## config.mk

```make
export PLATFORM = sky130hd
export DESIGN_NAME = flc_top
export DESIGN_NICKNAME = d
export VERILOG_FILES = /design/src/verilog/flc_pkg.sv /design/src/verilog/flc_sync2.sv /design/src/verilog/flc_top.sv
export SDC_FILE = /design/constraint.sdc
export NUM_CORES = 1
export LEC_CHECK = 0
export BUFFER_PORTS_ARGS = -buffer_cell sky130_fd_sc_hd__buf_2
export CELL_PAD_IN_SITES_DETAIL_PLACEMENT = 1
export CELL_PAD_IN_SITES_GLOBAL_PLACEMENT = 1
export CORE_MARGIN = 3
export CORE_UTILIZATION = 42
export DETAILED_ROUTE_END_ITERATION = 12
export PLACE_DENSITY = 0.85
export SLEW_MARGIN = 0
export SYNTH_ARGS = -nofsm -noshare
export SYNTH_HDL_FRONTEND = slang
export SYNTH_SLANG_ARGS = --single-unit
```

## constraint.sdc

```tcl
create_clock -name CLK_I -period 5.6 [get_ports CLK_I]
set_input_delay 0.84 -clock CLK_I [delete_from_list [all_inputs] [get_ports CLK_I]]
set_output_delay 0.84 -clock CLK_I [all_outputs]
set_load 0.02 [all_outputs]
```

## src/verilog/flc_pkg.sv

```systemverilog
// constants for the frequency-locked loop control block
// Functional notes
// - chill_cycle_off set skips chill cycles
// - on request: run only while peripheral asks
// - request mode off: run whenever enabled, unless standby stops it
// - standby: run only with standby bit set
// - drop locks on wake if clock stopped
// - stable bit freezes fine trim after lock
// - mode bit: zero open, one closed loop
// - enable reads back at once, acts later
// - ratio_error is target minus counted cycles
// - coarse trim writable only in open loop
// - fine trim writable only in open loop
// - coarse steps limited to big step limit
// - fine steps limited to small step limit
// - ref_ratio_target sets output to reference ratio
// - ratio write drops locks, fine to midpoint
// - value and ratio registers reset to zero
// - fetch request refreshes value, raises ready
package flc_pkg;

  // ==========================================================
  // register map (byte addresses)
  localparam logic [7:0] STATUS_OFS   = 8'h0C;
  localparam logic [7:0] CONTROL_OFS  = 8'h24;
  localparam logic [7:0] VALUE_OFS    = 8'h28;
  localparam logic [7:0] RATIO_OFS    = 8'h2C;
  localparam logic [7:0] FETCH_OFS    = 8'h30;

  // ==========================================================
  // loop_control fields
  localparam int CTL_ENABLE_BIT  = 1;
  localparam int CTL_MODE_BIT    = 2;
  localparam int CTL_STABLE_BIT  = 3;
  localparam int CTL_DROPLK_BIT  = 4;
  localparam int CTL_STDBY_BIT   = 6;
  localparam int CTL_ONREQ_BIT   = 7;
  localparam int CTL_CHILL_BIT   = 8;
  localparam logic [15:0] CTL_RESET    = 16'h0080;
  localparam logic [15:0] CTL_WR_MASK  = 16'h01DE;

  // ==========================================================
  // value / ratio fields
  localparam int RATIO_ERROR_LSB    = 16;
  localparam int COARSE_LSB  = 10;
  localparam int FINE_LSB    = 0;
  localparam int BIG_TRIM_STEP_LIMIT_LSB   = 26;
  localparam int SMALL_TRIM_STEP_LIMIT_LSB   = 16;
  localparam int TARGET_LSB  = 0;
  localparam logic [31:0] VALUE_RESET = 32'h0000_0000;
  localparam logic [31:0] RATIO_RESET = 32'h0000_0000;
  localparam logic [9:0]  FINE_MID    = 10'h200;
  localparam int FETCH_BIT   = 7;
  localparam int READY_BIT   = 0;

  // ==========================================================
  // timing and loop constants
  localparam logic [1:0]  ENABLE_SYNC_CYC = 2'h3;
  localparam logic [15:0] COARSE_TOL      = 16'h0010;
  localparam logic [15:0] FINE_TOL        = 16'h0001;

  typedef enum logic [1:0] {
    ST_OPEN   = 2'b00,
    ST_COARSE = 2'b01,
    ST_FINE   = 2'b10,
    ST_LOCKED = 2'b11
  } flc_state_e;

endpackage : flc_pkg

```

## src/verilog/flc_sync2.sv

```systemverilog
// two-stage synchroniser for asynchronous inputs
`timescale 1ns/10ps
`default_nettype none
module flc_sync2 #(
  parameter int WIDTH = 1
) (
  input  wire logic             clk_i,
  input  wire logic             reset_n_i,
  input  wire logic [WIDTH-1:0] async_i,
  output logic      [WIDTH-1:0] sync_o
);

  logic [WIDTH-1:0] meta_q;

  always_ff @(posedge clk_i or negedge reset_n_i) begin
    if (!reset_n_i) begin
      meta_q <= '0;
      sync_o <= '0;
    end else begin
      meta_q <= async_i;
      sync_o <= meta_q;
    end
  end

endmodule : flc_sync2
`default_nettype wire

```

## src/verilog/flc_top.sv

```systemverilog
// frequency-locked loop control, value and ratio registers
//
// The Wishbone slave port is this design's own decision.
`timescale 1ns/10ps
`default_nettype none
module flc_top (
  input  wire logic        CLK_I,
  input  wire logic        RESET_N_I,
  input  wire logic [7:0]  ADR_I,
  input  wire logic [31:0] DAT_I,
  input  wire logic        WE_I,
  input  wire logic [3:0]  SEL_I,
  input  wire logic        CYC_I,
  input  wire logic        STB_I,
  output logic      [31:0] DAT_O,
  output logic             ACK_O,
  input  wire logic        PERIPH_REQ_I,
  input  wire logic        STANDBY_I,
  input  wire logic        LOOP_REF_CLK_I,
  input  wire logic        LOOP_OUT_CLK_I,
  output logic             OSC_RUN_O,
  output logic      [5:0]  COARSE_TRIM_O,
  output logic      [9:0]  FINE_TRIM_O,
  output logic             CHILL_ACTIVE_O,
  output logic             COARSE_LOCK_O,
  output logic             FINE_LOCK_O
);
  import flc_pkg::*;

  // ==========================================================
  // input synchronisers
  logic [3:0] pin_s;
  flc_sync2 #(.WIDTH(4)) u_sync (
    .clk_i     (CLK_I),
    .reset_n_i (RESET_N_I),
    .async_i   ({LOOP_OUT_CLK_I, LOOP_REF_CLK_I, STANDBY_I, PERIPH_REQ_I}),
    .sync_o    (pin_s)
  );
  wire req_s     = pin_s[0];
  wire standby_s = pin_s[1];
  wire ref_s     = pin_s[2];
  wire out_s     = pin_s[3];

  // ==========================================================
  // state
  logic [15:0] ctl_q;
  logic [31:0] snap_q;
  logic [5:0]  coarse_q;
  logic [9:0]  fine_q;
  logic [5:0]  big_trim_step_limit_q;
  logic [9:0]  small_trim_step_limit_q;
  logic [15:0] target_q;
  logic        en_eff_q;
  logic [1:0]  sync_cnt_q;
  logic        run_q;
  logic        ref_prev_q;
  logic        out_prev_q;
  logic [15:0] out_cnt_q;
  logic [15:0] ratio_error_q;
  logic        adj_go_q;
  logic        chill_q;
  logic        clock_lock_q;
  logic        fine_lock_q;
  logic        ready_q;
  logic        fetch_pend_q;
  logic        stopped_q;
  logic        standby_prev_q;
  logic        ack_q;
  logic [31:0] dat_q;
  flc_state_e  state_q;
  flc_state_e  state_d;

  // ==========================================================
  // wishbone decode
  wire        req_act   = CYC_I && STB_I;
  wire        wr_fire   = req_act && WE_I && ack_q;
  wire        sel_ctl   = (ADR_I == CONTROL_OFS);
  wire        sel_val   = (ADR_I == VALUE_OFS);
  wire        sel_ratio = (ADR_I == RATIO_OFS);
  wire        sel_fetch = (ADR_I == FETCH_OFS);
  wire        sel_stat  = (ADR_I == STATUS_OFS);
  wire        ctl_wr    = wr_fire && sel_ctl;
  wire        val_wr    = wr_fire && sel_val;
  wire        ratio_wr  = wr_fire && sel_ratio;
  wire        fetch_wr  = wr_fire && sel_fetch && SEL_I[0] && DAT_I[FETCH_BIT];
  wire [31:0] byte_mask = {{8{SEL_I[3]}}, {8{SEL_I[2]}}, {8{SEL_I[1]}}, {8{SEL_I[0]}}};

  wire        ctl_enable = ctl_q[CTL_ENABLE_BIT];
  wire        ctl_closed = ctl_q[CTL_MODE_BIT];
  wire        ctl_stable = ctl_q[CTL_STABLE_BIT];
  wire        ctl_droplk = ctl_q[CTL_DROPLK_BIT];
  wire        ctl_stdby  = ctl_q[CTL_STDBY_BIT];
  wire        ctl_onreq  = ctl_q[CTL_ONREQ_BIT];
  wire        ctl_chill  = ctl_q[CTL_CHILL_BIT];

  wire [31:0] ratio_word = {big_trim_step_limit_q, small_trim_step_limit_q, target_q};
  wire [31:0] ratio_new  = (ratio_word & ~byte_mask) | (DAT_I & byte_mask);
  wire [31:0] live_word  = {ratio_error_q, coarse_q, fine_q};
  wire [31:0] val_new    = (live_word & ~byte_mask) | (DAT_I & byte_mask);
  wire [15:0] ctl_new    = ((ctl_q & ~byte_mask[15:0]) | (DAT_I[15:0] & byte_mask[15:0]))
                           & CTL_WR_MASK;
  // closed loop reads the fetched snapshot
  wire [31:0] val_rd     = ctl_closed ? snap_q : {snap_q[31:16], coarse_q, fine_q};
  wire [31:0] rd_mux     = sel_ctl   ? {16'h0000, ctl_q} :
                           sel_val   ? val_rd :
                           sel_ratio ? ratio_word :
                           sel_stat  ? {31'h0, ready_q} : 32'h0000_0000;

  // ==========================================================
  // oscillator run request
  wire demand_ok = !ctl_onreq || req_s;
  wire run_d     = en_eff_q && demand_ok && (!standby_s || ctl_stdby);
  wire wake      = standby_prev_q && !standby_s;
  wire wake_drop = wake && stopped_q && ctl_droplk;
  wire lose_lock = ratio_wr || wake_drop || !ctl_closed;

  // ==========================================================
  // measurement and step sizes
  wire        ref_rise  = ref_s && !ref_prev_q;
  wire        out_rise  = out_s && !out_prev_q && run_q;
  wire        ratio_error_neg  = ratio_error_q[15];
  wire [15:0] ratio_error_abs  = ratio_error_neg ? 16'(~ratio_error_q + 16'h0001) : ratio_error_q;
  wire [5:0]  c_step    = (ratio_error_abs < {10'h000, big_trim_step_limit_q}) ? ratio_error_abs[5:0] : big_trim_step_limit_q;
  wire [9:0]  f_step    = (ratio_error_abs < {6'h00, small_trim_step_limit_q}) ? ratio_error_abs[9:0] : small_trim_step_limit_q;
  wire [6:0]  c_up      = {1'b0, coarse_q} + {1'b0, c_step};
  wire [6:0]  c_dn      = {1'b0, coarse_q} - {1'b0, c_step};
  wire [10:0] f_up      = {1'b0, fine_q} + {1'b0, f_step};
  wire [10:0] f_dn      = {1'b0, fine_q} - {1'b0, f_step};
  wire [5:0]  coarse_adj = ratio_error_neg ? (c_dn[6] ? 6'h00 : c_dn[5:0])
                                    : (c_up[6] ? 6'h3F : c_up[5:0]);
  wire [9:0]  fine_adj   = ratio_error_neg ? (f_dn[10] ? 10'h000 : f_dn[9:0])
                                    : (f_up[10] ? 10'h3FF : f_up[9:0]);
  wire        adj_live   = adj_go_q && !chill_q && !lose_lock;
  wire        coarse_mv  = adj_live && (state_q == ST_COARSE) && (ratio_error_abs > COARSE_TOL);
  wire        fine_mv    = adj_live && (state_q == ST_FINE) && (ratio_error_abs > FINE_TOL);

  // ==========================================================
  // loop state machine
  always_comb begin
    state_d = state_q;
    case (state_q)
      ST_OPEN: begin
        if (ctl_closed) state_d = ST_COARSE;
      end
      ST_COARSE: begin
        if (adj_live && ratio_error_abs <= COARSE_TOL) state_d = ST_FINE;
      end
      ST_FINE: begin
        if (adj_live && ratio_error_abs <= FINE_TOL && ctl_stable) state_d = ST_LOCKED;
      end
      ST_LOCKED: begin
        if (!ctl_stable) state_d = ST_FINE;
      end
      default: state_d = ST_OPEN;
    endcase
    if (!ctl_closed) state_d = ST_OPEN;
    else if (ratio_wr || wake_drop) state_d = ST_COARSE;
  end

  // ==========================================================
  // bus slave
  always_ff @(posedge CLK_I or negedge RESET_N_I) begin
    if (!RESET_N_I) begin
      ack_q <= 1'b0;
      dat_q <= 32'h0000_0000;
    end else begin
      ack_q <= req_act && !ack_q;
      dat_q <= rd_mux;
    end
  end

  // ==========================================================
  // control and ratio registers
  always_ff @(posedge CLK_I or negedge RESET_N_I) begin
    if (!RESET_N_I) begin
      ctl_q    <= CTL_RESET;
      big_trim_step_limit_q  <= RATIO_RESET[BIG_TRIM_STEP_LIMIT_LSB +: 6];
      small_trim_step_limit_q  <= RATIO_RESET[SMALL_TRIM_STEP_LIMIT_LSB +: 10];
      target_q <= RATIO_RESET[TARGET_LSB +: 16];
    end else begin
      if (ctl_wr) ctl_q <= ctl_new;
      if (ratio_wr) begin
        big_trim_step_limit_q  <= ratio_new[BIG_TRIM_STEP_LIMIT_LSB +: 6];
        small_trim_step_limit_q  <= ratio_new[SMALL_TRIM_STEP_LIMIT_LSB +: 10];
        target_q <= ratio_new[TARGET_LSB +: 16];
      end
    end
  end

  // ==========================================================
  // delayed enable and oscillator run
  always_ff @(posedge CLK_I or negedge RESET_N_I) begin
    if (!RESET_N_I) begin
      en_eff_q       <= 1'b0;
      sync_cnt_q     <= 2'h0;
      run_q          <= 1'b0;
      stopped_q      <= 1'b0;
      standby_prev_q <= 1'b0;
    end else begin
      if (en_eff_q == ctl_enable) begin
        sync_cnt_q <= 2'h0;
      end else if (sync_cnt_q == ENABLE_SYNC_CYC - 2'h1) begin
        en_eff_q   <= ctl_enable;
        sync_cnt_q <= 2'h0;
      end else begin
        sync_cnt_q <= sync_cnt_q + 2'h1;
      end
      run_q          <= run_d;
      standby_prev_q <= standby_s;
      if (wake) stopped_q <= 1'b0;
      else if (standby_s && !run_q) stopped_q <= 1'b1;
    end
  end

  // ==========================================================
  // cycle counting over one reference period
  always_ff @(posedge CLK_I or negedge RESET_N_I) begin
    if (!RESET_N_I) begin
      ref_prev_q <= 1'b0;
      out_prev_q <= 1'b0;
      out_cnt_q  <= 16'h0000;
      ratio_error_q     <= VALUE_RESET[RATIO_ERROR_LSB +: 16];
      adj_go_q   <= 1'b0;
    end else begin
      ref_prev_q <= ref_s;
      out_prev_q <= out_s;
      adj_go_q   <= ref_rise && ctl_closed && run_q;
      if (ref_rise) begin
        out_cnt_q <= {15'h0000, out_rise};
        if (ctl_closed) ratio_error_q <= target_q - out_cnt_q;
      end else if (out_rise && out_cnt_q != 16'hFFFF) begin
        out_cnt_q <= out_cnt_q + 16'h0001;
      end
    end
  end

  // ==========================================================
  // trims, locks and chill cycles
  always_ff @(posedge CLK_I or negedge RESET_N_I) begin
    if (!RESET_N_I) begin
      coarse_q     <= VALUE_RESET[COARSE_LSB +: 6];
      fine_q       <= VALUE_RESET[FINE_LSB +: 10];
      state_q      <= ST_OPEN;
      chill_q      <= 1'b0;
      clock_lock_q <= 1'b0;
      fine_lock_q  <= 1'b0;
    end else begin
      state_q <= state_d;
      if (val_wr && !ctl_closed) begin
        coarse_q <= val_new[COARSE_LSB +: 6];
        fine_q   <= val_new[FINE_LSB +: 10];
      end else if (coarse_mv) begin
        coarse_q <= coarse_adj;
      end else if (fine_mv && state_q != ST_LOCKED) begin
        fine_q <= fine_adj;
      end
      if (ratio_wr) fine_q <= FINE_MID;
      if (lose_lock) begin
        clock_lock_q <= 1'b0;
        fine_lock_q  <= 1'b0;
        chill_q      <= 1'b0;
      end else if (adj_go_q) begin
        if (chill_q) chill_q <= 1'b0;
        else chill_q <= (coarse_mv || fine_mv) && !ctl_chill;
        if (state_q == ST_COARSE && ratio_error_abs <= COARSE_TOL) clock_lock_q <= 1'b1;
        if (state_q == ST_FINE && !chill_q) fine_lock_q <= (ratio_error_abs <= FINE_TOL);
      end
    end
  end

  // ==========================================================
  // value fetch
  always_ff @(posedge CLK_I or negedge RESET_N_I) begin
    if (!RESET_N_I) begin
      snap_q       <= VALUE_RESET;
      ready_q      <= 1'b1;
      fetch_pend_q <= 1'b0;
    end else begin
      if (fetch_wr) begin
        ready_q      <= 1'b0;
        fetch_pend_q <= 1'b1;
      end else if (fetch_pend_q) begin
        snap_q       <= live_word;
        ready_q      <= 1'b1;
        fetch_pend_q <= 1'b0;
      end
    end
  end

  assign DAT_O          = dat_q;
  assign ACK_O          = ack_q;
  assign OSC_RUN_O      = run_q;
  assign COARSE_TRIM_O  = coarse_q;
  assign FINE_TRIM_O    = fine_q;
  assign CHILL_ACTIVE_O = chill_q;
  assign COARSE_LOCK_O  = clock_lock_q;
  assign FINE_LOCK_O    = fine_lock_q;

  wire en_mis = (ctl_enable != en_eff_q);
endmodule : flc_top
`default_nettype wire

```

==> results.ini <==
[grt]
busiest_layer=met2
grt_util_met2=0.423
grt_use_total=0.249
grt_pass1_vias=9467
grt_max_degree=69
antenna_found_initial=0
grt_pass1_wl_um=52300
met1_usage=0.328
use_met3=0.0391
grt.overflow.total=0

[logic_synthesis]
ys_types=75
ys_ff_latch=176
synth_top_area_cell=dfrtp_1
ys_async_sr_fraction=1.00
yosys-top-cells-count=dfrtp_1 (174), nand2_1 (80), mux2_2 (76)
yosysTopAreaCellShare=0.412
yosys_warnings=0
synth_most_common_cell=dfrtp_1
avgSynthCellArea_um2=9.93
ys.flop_type=dfrtp_1
synth_area_leaders=dfrtp_1 (41%), mux2_2 (8.1%), ha_1 (7.6%)
synthCells=1065
syn_nets=1187
synth_edf_count=0
synth_area_um2=10600
ys_seq_area_frac=0.417

[final_layout]
finalCoreUtilization=0.498
multi_input_area_um2=5790
fillers=2826
area_growth_pct=15.5
drive_gt1_frac=0.235
diodes=0
fin_cells=1512
seqCellArea_um2=4410
nNetsFinal=1297

[sta]
timing.hold.ws_ns=0.351
fmax_mhz=184
hold_viol=0
maxSlewHeadroom=0.317
period_needed_ns=5.42
clock_skew_ns=0.0151
fin_ws_ns=0.176
drv_slew=0
tightest_slew_ns=1.02
post-route-period-util=0.969
setup_viol=0

[setup_path]
critPathCaptureType=flip-flop
path_delay_family=compound AO/OA/AOI/OAI gates
cp_slowest_cell=or4_1
r2r_cells=20
worstPathArrival_ns=5.77
start_kind=flip-flop
r2r_slack_ns=0.18
timing.rr.end=FINE_TRIM_O[3]
critPathRequiredTime_ns=5.95
rr_startpoint=ratio_error_q[5]
startpoint=ratio_error_q[5]
crit_chain=or4_1 -> o21ai_0 -> xnor2_1 -> ha_1 -> a211o_1 -> a31oi_1 -> o21ai_1 -> a211oi_4 -> mux2_2 -> ha_1 -> inv_1 -> fa_1 -> nor2b_2 -> o211ai_1 -> a311oi_2 -> nor3_2 -> nor2b_2 -> a211oi_1 -> a2111o_1 -> o31ai_1
endpoint=FINE_TRIM_O[3]
cp.depth=20
max_stage_delay_ns=0.66
path_class=reg2reg
worstPathMaxFanout=6
critPathBufInv=1

[cts]
cts_tree=built
cts-root-buf=clkbuf_16
clk_latency_ns=0.44
cts.sinks=176
clkTransAtPathRegs_ns=0.08
cts_made_buffers=17
cts_buffer_depth=2
holdBufCountCts=0
cts_max_level=4

[placed_design]
dp_worst_setup_slack_ns=-0.0370
dp.cells=1478
place_congestion=0.912
dp_hpwl_um=24500
io_buffers=105

[drt]
dr.pass1.iters=5
vias=8786
drt.antenna.violating_nets=0
wire_per_inst_um=21.8
routed_via_density=5.81
drt_iter0_drc=552
drc=0
wl_um=32900

[floorplan]
fp.coreArea_um2=24500
pin_count=106
initial_utilization=0.431
die_w_um=165
rows=57
die_y_um=165
die_area_um2=27100

[power_and_ir_drop]
p_leak_nw=5.71
max-vdd-ir-drop_uv=129
p_per_area_nw_per_um2=210

[outcome]
status=finished, final reports clean

[job]
maxCapViolations=0

[min_path]
hold_class=reg2reg

## layout make-up
| class | instances | area share |
|---|---|---|
| Clock buffer | 19 | 0.0354 |
| Clock inverter | 13 | 0.0119 |
| Inverter | 66 | 0.0203 |
| Multi-Input combinational cell | 776 | 0.474 |
| Sequential cell | 176 | 0.361 |
| Tap cell | 324 | 0.0332 |
| Timing Repair Buffer | 138 | 0.0641 |
## per-stage QoR
step                      power, mW  TNS (ns)  cell area, um^2
after CTS                      2.58         0            12100
after global placement         1.39         0            11500
after detailed placement       1.40   -0.0370            11500
final                          2.56         0            12200
after global routing           2.65   -0.0441            12200
after floorplan                1.33         0            10600
## logic make-up (layout without fill, tap and decap cells)
| kind of cell | Yosys count | after routing | synth area share |
|---|---|---|---|
| muxes | 105 | 105 | 0.109 |
| DFF | 176 | 176 | 0.417 |
| and+or+nand+nor | 292 | 292 | 0.140 |
| adders and majority gates | 69 | 69 | 0.0852 |
| buffers and inverters | 113 | 236 | 0.0420 |
| xor gates and xnor gates | 48 | 48 | 0.0398 |
| AOI/OAI and AO/OA | 262 | 262 | 0.167 |
## placed cells by master (no fill, tap or decap), types with 6 or more instances in the layout
cell type  count
or3_1         10
a21o_1        19
or2_2          6
dfrtp_1      174
nand2_1       80
clkbuf_16     17
a31oi_1        6
nor2_1        72
o21bai_1       9
a22o_1        16
mux2_2        76
and3_1        10
buf_2        104
mux2i_1       26
xnor2_1       36
buf_4         32
nor3_1        20
o31ai_1        8
o22ai_1        8
ha_1          63
xor2_1        12
nand4_1       10
nor2b_1       14
a21oi_1       62
inv_1         65
nand2b_1      16
o21a_1         7
nand3_1       19
o211ai_1       7
o21ai_0       64
## layer usage
layer | vias up | share of wire
met5 | - | 0
met4 | 0 | 0.025
met3 | 52 | 0.045
met2 | 233 | 0.48
met1 | 4472 | 0.45
li1 | 4029 | -
## worst reg2reg max path, delay by kind of cell, from the launching register on
kind                       cells  cell delay (ns)
xor gates and xnor gates       1             0.15
AOI/OAI and AO/OA             10             2.45
DFF                            1             0.38
and+or+nand+nor                4             1.26
muxes                          1             0.41
buffers and inverters          1             0.06
adders and majority gates      3             0.65
## power breakdown
part	internal (mW)	switching, mW
clock network	0.632	0.559
logic	0.0297	0.0631
registers	1.28	0.00419
total	1.94	0.626
## worst min path at each step
stage                startpoint               end  slack (ns)  depth (start not counted)
6_report       u_sync.meta_q[2]  u_sync.sync_o[2]        0.35                          0
5_1_grt        u_sync.meta_q[1]  u_sync.sync_o[1]        0.37                          0
4_1_cts        u_sync.meta_q[1]  u_sync.sync_o[1]        0.35                          0
3_5_place_dp   u_sync.meta_q[1]  u_sync.sync_o[1]        0.34                          0
3_3_place_gp   u_sync.meta_q[1]  u_sync.sync_o[1]        0.33                          0
2_1_floorplan  u_sync.meta_q[0]  u_sync.sync_o[0]        0.33                          0
## timing repair
| item | CTS | global route |
|---|---|---|
| pin swaps | 0 | 3 |
| setup buffers | 0 | 2 |
| cloned | 0 | 0 |
| resized for setup | 2 | 14 |
| endpoints found under the setup margin | 2 | 11 |
Power figures use the tool's default switching activity.
